[config.mk]
export PLATFORM = sky130hd
export DESIGN_NAME = word_inc_dec_unit
export DESIGN_NICKNAME = d
export VERILOG_FILES = /design/src/rtl/word_inc_dec_pkg.sv /design/src/rtl/word_inc_dec_unit.sv /design/src/rtl/dword_incrementer.sv /design/src/rtl/word_decrementer.sv
export SDC_FILE = /design/constraint.sdc
export NUM_CORES = 1
export LEC_CHECK = 0
export BUFFER_PORTS_ARGS = -buffer_cell sky130_fd_sc_hd__clkbuf_2
export CAP_MARGIN = 20
export CORE_ASPECT_RATIO = 0.8
export CORE_MARGIN = 2
export CORE_UTILIZATION = 44
export CTS_CLUSTER_DIAMETER = 100
export DETAILED_ROUTE_END_ITERATION = 16
export PLACE_DENSITY = 0.76
export SLEW_MARGIN = 15
export SYNTH_ARGS = -nofsm -noshare
export SYNTH_HDL_FRONTEND = slang
export SYNTH_HIERARCHICAL = 1
export SYNTH_SLANG_ARGS = --single-unit
[constraint.sdc]
create_clock -name core_clk_in -period 2.45 [get_ports core_clk_in]
set_input_delay 0.49 -clock core_clk_in [delete_from_list [all_inputs] [get_ports core_clk_in]]
set_output_delay 0.49 -clock core_clk_in [all_outputs]
set_load 0.005 [all_outputs]
[src/rtl/word_inc_dec_pkg.sv]
// Overview of operation
// - double increment adds one to register pair
// - double increment operand unsigned 32-bit, max 4294967295
// - increment past maximum wraps pair to zero
// - signed view: 2147483647 plus one gives -2147483648
// - false condition: operand kept, output false
// - executing instruction drives its output true
// - single decrement subtracts one from 16-bit register
// - single decrement operand unsigned 16-bit, max 65535
// - decrement below zero wraps to 65535
// - signed view: -32768 minus one gives 32767
// - double result written back to source pair
package word_inc_dec_pkg;
   localparam int WORD_W = 16;
   localparam int DWORD_W = 32;
   localparam int CNT_DEC_STEP = 1;
   localparam logic [15:0] WORD_MAX = 16'hFFFF;
   localparam logic [15:0] WORD_ZERO = 16'h0000;
   localparam logic [31:0] DWORD_ZERO = 32'h0000_0000;

   typedef enum logic [1:0] {
      OP_NONE,
      OP_DINC,
      OP_DEC
   } op_t;

   // operand as handed over by the sequencer: high register, low register
   typedef struct packed {
      logic [15:0] hi_word;
      logic [15:0] lo_word;
   } pair_t;

   typedef struct packed {
      logic valid;
      logic cond;
      op_t op;
      pair_t data;
   } req_t;

   typedef struct packed {
      logic valid;
      logic cond_out;
      logic write_en;
      logic write_hi;
      pair_t data;
   } rsp_t;
endpackage : word_inc_dec_pkg

[src/rtl/word_inc_dec_unit.sv]
`timescale 1ns/1ps
`default_nettype none
module word_inc_dec_unit (
   input wire logic core_clk_in,
   input wire logic rst_in,
   input wire word_inc_dec_pkg::req_t req_in,
   output word_inc_dec_pkg::rsp_t rsp_out
);
   // ------------------------------------------------------------
   // arithmetic
   // ------------------------------------------------------------
   word_inc_dec_pkg::pair_t inc_res;
   logic [15:0] dec_res;

   dword_incrementer u_inc (
      .src_in(req_in.data),
      .sum_out(inc_res)
   );

   word_decrementer u_dec (
      .src_in(req_in.data.lo_word),
      .diff_out(dec_res)
   );

   // ------------------------------------------------------------
   // result register
   // ------------------------------------------------------------
   word_inc_dec_pkg::rsp_t rsp_reg;
   word_inc_dec_pkg::rsp_t rsp_next;

   always_comb begin
      rsp_next = '0;
      rsp_next.data.hi_word = word_inc_dec_pkg::WORD_ZERO;
      rsp_next.data.lo_word = word_inc_dec_pkg::WORD_ZERO;
      if (req_in.valid) begin
         rsp_next.valid = 1'b1;
         // a false condition leaves the operand alone: no write, output low
         if (req_in.cond) begin
            case (req_in.op)
               word_inc_dec_pkg::OP_DINC: begin
                  rsp_next.cond_out = 1'b1;
                  rsp_next.write_en = 1'b1;
                  rsp_next.write_hi = 1'b1;
                  rsp_next.data = inc_res;
               end
               word_inc_dec_pkg::OP_DEC: begin
                  rsp_next.cond_out = 1'b1;
                  rsp_next.write_en = 1'b1;
                  rsp_next.data.lo_word = dec_res;
               end
               default: begin
                  rsp_next.cond_out = 1'b0;
               end
            endcase
         end
      end
   end

   always_ff @(posedge core_clk_in) begin
      if (rst_in) begin
         rsp_reg <= '0;
      end else begin
         rsp_reg <= rsp_next;
      end
   end

   assign rsp_out = rsp_reg;

   // ------------------------------------------------------------
   // checks
   // ------------------------------------------------------------
   property p_dinc_sum;
      @(posedge core_clk_in) disable iff (rst_in)
      (req_in.valid && req_in.cond && req_in.op == word_inc_dec_pkg::OP_DINC)
      |=> (rsp_out.data == $past(req_in.data) + 32'h0000_0001);
   endproperty
   a_dinc_sum: assert property (p_dinc_sum) else $error("double increment wrong");

   property p_dinc_wrap;
      @(posedge core_clk_in) disable iff (rst_in)
      (req_in.valid && req_in.cond && req_in.op == word_inc_dec_pkg::OP_DINC
       && req_in.data == 32'hFFFF_FFFF) |=> (rsp_out.data == word_inc_dec_pkg::DWORD_ZERO);
   endproperty
   a_dinc_wrap: assert property (p_dinc_wrap) else $error("increment wrap not zero");

   property p_dinc_signed;
      @(posedge core_clk_in) disable iff (rst_in)
      (req_in.valid && req_in.cond && req_in.op == word_inc_dec_pkg::OP_DINC
       && req_in.data == 32'h7FFF_FFFF) |=> (rsp_out.data == 32'h8000_0000);
   endproperty
   a_dinc_signed: assert property (p_dinc_signed) else $error("signed increment clamped");

   property p_carry;
      @(posedge core_clk_in) disable iff (rst_in)
      (req_in.valid && req_in.cond && req_in.op == word_inc_dec_pkg::OP_DINC
       && req_in.data.lo_word == 16'hFFFF)
      |=> (rsp_out.data.hi_word == $past(req_in.data.hi_word) + 16'h0001);
   endproperty
   a_carry: assert property (p_carry) else $error("carry not into high word");

   property p_off;
      @(posedge core_clk_in) disable iff (rst_in)
      (req_in.valid && !req_in.cond) |=> (!rsp_out.write_en && !rsp_out.cond_out);
   endproperty
   a_off: assert property (p_off) else $error("false condition acted");

   property p_on;
      @(posedge core_clk_in) disable iff (rst_in)
      (req_in.valid && req_in.cond
       && (req_in.op == word_inc_dec_pkg::OP_DINC || req_in.op == word_inc_dec_pkg::OP_DEC))
      |=> (rsp_out.cond_out && rsp_out.write_en && rsp_out.valid);
   endproperty
   a_on: assert property (p_on) else $error("output not on after execution");

   // an undecoded operation code must not count as an execution
   property p_bad_op;
      @(posedge core_clk_in) disable iff (rst_in)
      (req_in.valid && req_in.cond && req_in.op != word_inc_dec_pkg::OP_DINC
       && req_in.op != word_inc_dec_pkg::OP_DEC)
      |=> (rsp_out.valid && !rsp_out.write_en && !rsp_out.cond_out);
   endproperty
   a_bad_op: assert property (p_bad_op) else $error("unknown op executed");

   property p_off_data;
      @(posedge core_clk_in) disable iff (rst_in)
      (req_in.valid && !req_in.cond)
      |=> (rsp_out.valid && !rsp_out.write_hi && rsp_out.data == word_inc_dec_pkg::DWORD_ZERO);
   endproperty
   a_off_data: assert property (p_off_data) else $error("false condition left data");

   // answer stands one cycle only, so an idle cycle leaves nothing to write
   property p_idle;
      @(posedge core_clk_in) disable iff (rst_in)
      !req_in.valid |=> (!rsp_out.valid && !rsp_out.write_en && !rsp_out.cond_out);
   endproperty
   a_idle: assert property (p_idle) else $error("answer without request");

   property p_dec_hi;
      @(posedge core_clk_in) disable iff (rst_in)
      (req_in.valid && req_in.cond && req_in.op == word_inc_dec_pkg::OP_DEC)
      |=> (rsp_out.data.hi_word == word_inc_dec_pkg::WORD_ZERO);
   endproperty
   a_dec_hi: assert property (p_dec_hi) else $error("decrement touched high word");

   property p_dec;
      @(posedge core_clk_in) disable iff (rst_in)
      (req_in.valid && req_in.cond && req_in.op == word_inc_dec_pkg::OP_DEC)
      |=> (rsp_out.data.lo_word == $past(req_in.data.lo_word) - 16'h0001
           && !rsp_out.write_hi);
   endproperty
   a_dec: assert property (p_dec) else $error("decrement wrong");

   property p_dec_wrap;
      @(posedge core_clk_in) disable iff (rst_in)
      (req_in.valid && req_in.cond && req_in.op == word_inc_dec_pkg::OP_DEC
       && req_in.data.lo_word == word_inc_dec_pkg::WORD_ZERO)
      |=> (rsp_out.data.lo_word == word_inc_dec_pkg::WORD_MAX);
   endproperty
   a_dec_wrap: assert property (p_dec_wrap) else $error("decrement wrap not max");

   property p_dec_signed;
      @(posedge core_clk_in) disable iff (rst_in)
      (req_in.valid && req_in.cond && req_in.op == word_inc_dec_pkg::OP_DEC
       && req_in.data.lo_word == 16'h8000) |=> (rsp_out.data.lo_word == 16'h7FFF);
   endproperty
   a_dec_signed: assert property (p_dec_signed) else $error("signed decrement clamped");

   property p_pair_back;
      @(posedge core_clk_in) disable iff (rst_in)
      (req_in.valid && req_in.cond && req_in.op == word_inc_dec_pkg::OP_DINC)
      |=> (rsp_out.write_hi && rsp_out.write_en);
   endproperty
   a_pair_back: assert property (p_pair_back) else $error("pair not written back");
endmodule : word_inc_dec_unit
`default_nettype wire

[src/rtl/dword_incrementer.sv]
`timescale 1ns/1ps
`default_nettype none
module dword_incrementer (
   input wire word_inc_dec_pkg::pair_t src_in,
   output word_inc_dec_pkg::pair_t sum_out
);
   logic [16:0] lo_sum;
   logic carry;
   // plain binary carry, no clamping at either signed or unsigned limit
   always_comb begin
      lo_sum = {1'b0, src_in.lo_word} + 17'h00001;
      carry = lo_sum[16];
      sum_out.lo_word = lo_sum[15:0];
      sum_out.hi_word = src_in.hi_word + {15'h0000, carry};
   end
endmodule : dword_incrementer
`default_nettype wire

[src/rtl/word_decrementer.sv]
`timescale 1ns/1ps
`default_nettype none
module word_decrementer (
   input wire logic [15:0] src_in,
   output logic [15:0] diff_out
);
   // borrow out of bit 15 is dropped, so zero wraps to the maximum
   always_comb begin
      diff_out = src_in - 16'h0001;
   end
endmodule : word_decrementer
`default_nettype wire

**After elaboration in Yosys (flattened, before gate mapping)**

Index checks and enable logic that the tools add are counted.

- Register bits: 35
- Bits of input ports: 38
- Output and inout bits: 36
- Logic and storage cells: 21

- $add $sub $neg: 3
- Equality and inequality tests: 2
- Multiplexer cells: 5
- Bitwise operators: 3
- Reduce and logical (&&, ||, !) cells: 3

Operator list:

| cell | number |
|---|---|
| $mux 36 | 1 |
| $mux 35 | 1 |
| $pmux 16 s2 | 1 |
| $add 16x1->17 const B | 1 |
| $mux 17 | 1 |
| $add 16x1->16 | 1 |
| $sub 16x1->16 const B | 1 |
| $reduce_or 4->1 | 1 |
| $not 1->1 | 3 |
| $reduce_or 3->1 | 1 |
| $eq 2x1->1 const B | 1 |
| $eq 2x2->1 const B | 1 |
| $reduce_or 2->1 | 1 |
| $mux 1 | 1 |

**Logic depth before layout (Yosys ltp)**

- Depth in word-level cells: 5
- Depth in mapped cells: 10

**Modules after synthesis**

Netlist, hierarchy kept.

Modules (own cells, without submodules):

| module | instances | cells an instance | area an instance (µm²) | seq. area each (µm²) |
|---|---|---|---|---|
| word_inc_dec_unit | 1 | 100 | 1138.6 | 700.7 |
| dword_incrementer | 1 | 80 | 534.3 | 0.0 |
| word_decrementer | 1 | 40 | 270.3 | 0.0 |

**Worst setup path before layout**

No wires, ideal clock.

- Path kind: input to register
- Start: in req_in[0] in the netlist's numbering
- End: reg rsp_reg (netlist bit rsp_out[30])
- Library setup time: 116 ps
- Arrival time: 2264 ps
- Data required time: 2334 ps
- Path slack: 70 ps
- Stages on the path: 10
- Path buffers: 0
- Cell sequence: ha_1 -> nand4_1 -> nor4_1 -> ha_1 -> ha_1 -> nand2_1 -> or3_4 -> nor3_2 -> xor2_1 -> and2_2

RTL lines:

| element | RTL line | source |
|---|---|---|
| start: declaration | word_inc_dec_unit.sv:6 | `input wire word_inc_dec_pkg::req_t req_in,` |
| end signal: assignment | word_inc_dec_unit.sv:63 | `rsp_reg <= rsp_next;` |
| end: declaration | word_inc_dec_unit.sv:28 | `word_inc_dec_pkg::rsp_t rsp_reg;` |

==> metrics <==
drt first pass iters 5; syn_area_per_cell 8.832 sq um; Slew Viols, Final 0; period utilization 92.43%; final hold violation count 0; initial antenna violation count 0; Post-CTS Setup Bufs 0; synth warn 6; die width 78.30 um; IO Port Bufs 73; layout cell share with drive strength beyond 1 40.45%; kind of end point of the critical path flop; Cells after Synth 220; Setup crit start kind primary input; Initial Util 46.22%; remaining antenna violation count after routing 0; commonest cells in the netlist 35 x dfxtp_1, 33 x nor2_1, 22 x xor2_1, 19 x xnor2_1; layout net count 358; Placer Congestion 0.8548; Total GRT Usage 19.50%; wire length on met3 353 um; met2 WL 2013 um; count leader, synth dfxtp_1; vias per inst 4.833; status complete, no violations; Inserted Clock Buffers 5; post-DP HPWL 3481 um; Post-Syn Area 1943 sq um; hold crit path type in -> reg; crit-path max FO 4; DRT iter0 DRCs 109; Area Growth Syn to Fin 34.13%; die span in y 63.44 um; Max Used Layer met4; Slew Limit Headroom 57.78%; Vias 1793; clk slew on worst S/H paths 80 ps; Power Density 500.6 nW/um^2; first-pass GRT wire length 7521 um; drt drc 0; Final min period 2264 ps; fin util 61.99%; distinct cell type count after synthesis 29; largest net degree at the start of global routing 18; Longest Clk Path Bufs 2; sequential area share after synthesis 36.06%; met1 wire length 2092 um; drt wl/cell 12.21 um; worst slew pin tran 633.3 ps; Max Cap Violations 0; Ant. Diodes 0; Seq cells post-synth 35; CTS tree built; CP Class in -> reg; total die area 4967 sq um; dominant cells by area after synthesis dfxtp_1 36%, xor2_1 9.9%, xnor2_1 8.6%; Root Driver clkbuf_8; post-synth top area cell dfxtp_1; row count 21; Synth Net Count 265; fmax 441.6 MHz; CTS Sinks 35; Yosys top cell area share 36.06%; ys async rst share 0%; number of flip-flops in the largest register 35; EDFF count, synth 0; Leakage 1.253 nW; CP arrival 2460 ps; maximum VDD drop 0.2446 mV; core area 4204 sq um; Top FF cell, synth dfxtp_1; H-tree Lvls 2; final wirelength 4529 um; WP data required 2640 ps; RSZ-0062 raised after global routing false; Final Power 1.305 mW; vias in the first global route 1674; I/O Pins 74; Congestion Overflow GR 0; Final setup viols 0
repair_timing:
item                       CTS  global route
setup endpoints to repair    0             4
hold buffers                 0             0
gates resized for setup      0             1
worst paths after layout:
| path | depth (start not counted) | endpoint | start |
|---|---|---|---|
| min | 2 | rsp_out[35]$_SDFF_PP0_ | req_in[35] |
| max | 11 | rsp_out[30]$_SDFF_PP0_ | req_in[9] |
layout by cell type, fill, tap and decap left out, types with 3 or more instances in the layout:
master     n
and2_2    16
ha_1       7
nand4_1    6
xor2_1    22
nor2_1    33
clkbuf_8   6
and3_1     3
xnor2_1   19
nor3_1     4
nand3_1   11
buf_4     21
nand2_1   13
clkbuf_2  73
inv_1     11
a22oi_1   16
dfxtp_1   35
nor4_2     3
metal layers:
layer	track usage [%]	up-vias
li1	-	922
met1	25.69	803
met2	29.85	60
met3	6.304	8
met4	7.237	0
met5	0	-
final cells by class:
type                            count  area (sq um)
Fill cell                         396          1598
Inverter                           11         41.29
Clock inverter                      2         35.03
Sequential cell                    35         700.7
Clock buffer                        6         82.58
Timing Repair Buffer               94         523.0
Tap cell                           57         71.32
Multi-Input combinational cell    166          1152
kinds of logic after synthesis:
| group | synth area share, % |
|---|---|
| simple gates | 29.81 |
| xor+xnor | 18.48 |
| flops | 36.06 |
| buf+inv | 4.958 |
| compound gates | 6.182 |
| fa+ha+maj | 4.507 |
where the power goes:
part           switching [mW]  leakage, nW  total [mW]  internal (mW)
clock                   0.213       0.0612       0.543          0.329
combinational          0.0954        0.909       0.184         0.0884
sequential            0.00209        0.283       0.578          0.576
per-stage QoR:
step | hold slack (ps) | setup WS, ps | TNS (ps) | area, sq um | std cells
2_1_floorplan | 632.5 | 69.92 | 0 | 1943 | 220
3_3_place_gp | 749.5 | -135.2 | -372.5 | 2482 | 363
3_5_place_dp | 752.8 | -187.9 | -605.3 | 2482 | 363
4_1_cts | 446.7 | 114.4 | 0 | 2600 | 371
5_1_grt | 448.6 | 30.64 | 0 | 2606 | 371
6_report | 454.2 | 185.5 | 0 | 2606 | 371
critical path: stages:
cell,delay [ps]
clkbuf_2,80
and4_1,290
nand4_1,170
nor4_2,170
ha_1,220
ha_1,180
nand2_1,70
or3_4,350
nor3_2,200
xor2_1,80
and2_2,160
Power figures use the tool's default switching activity.
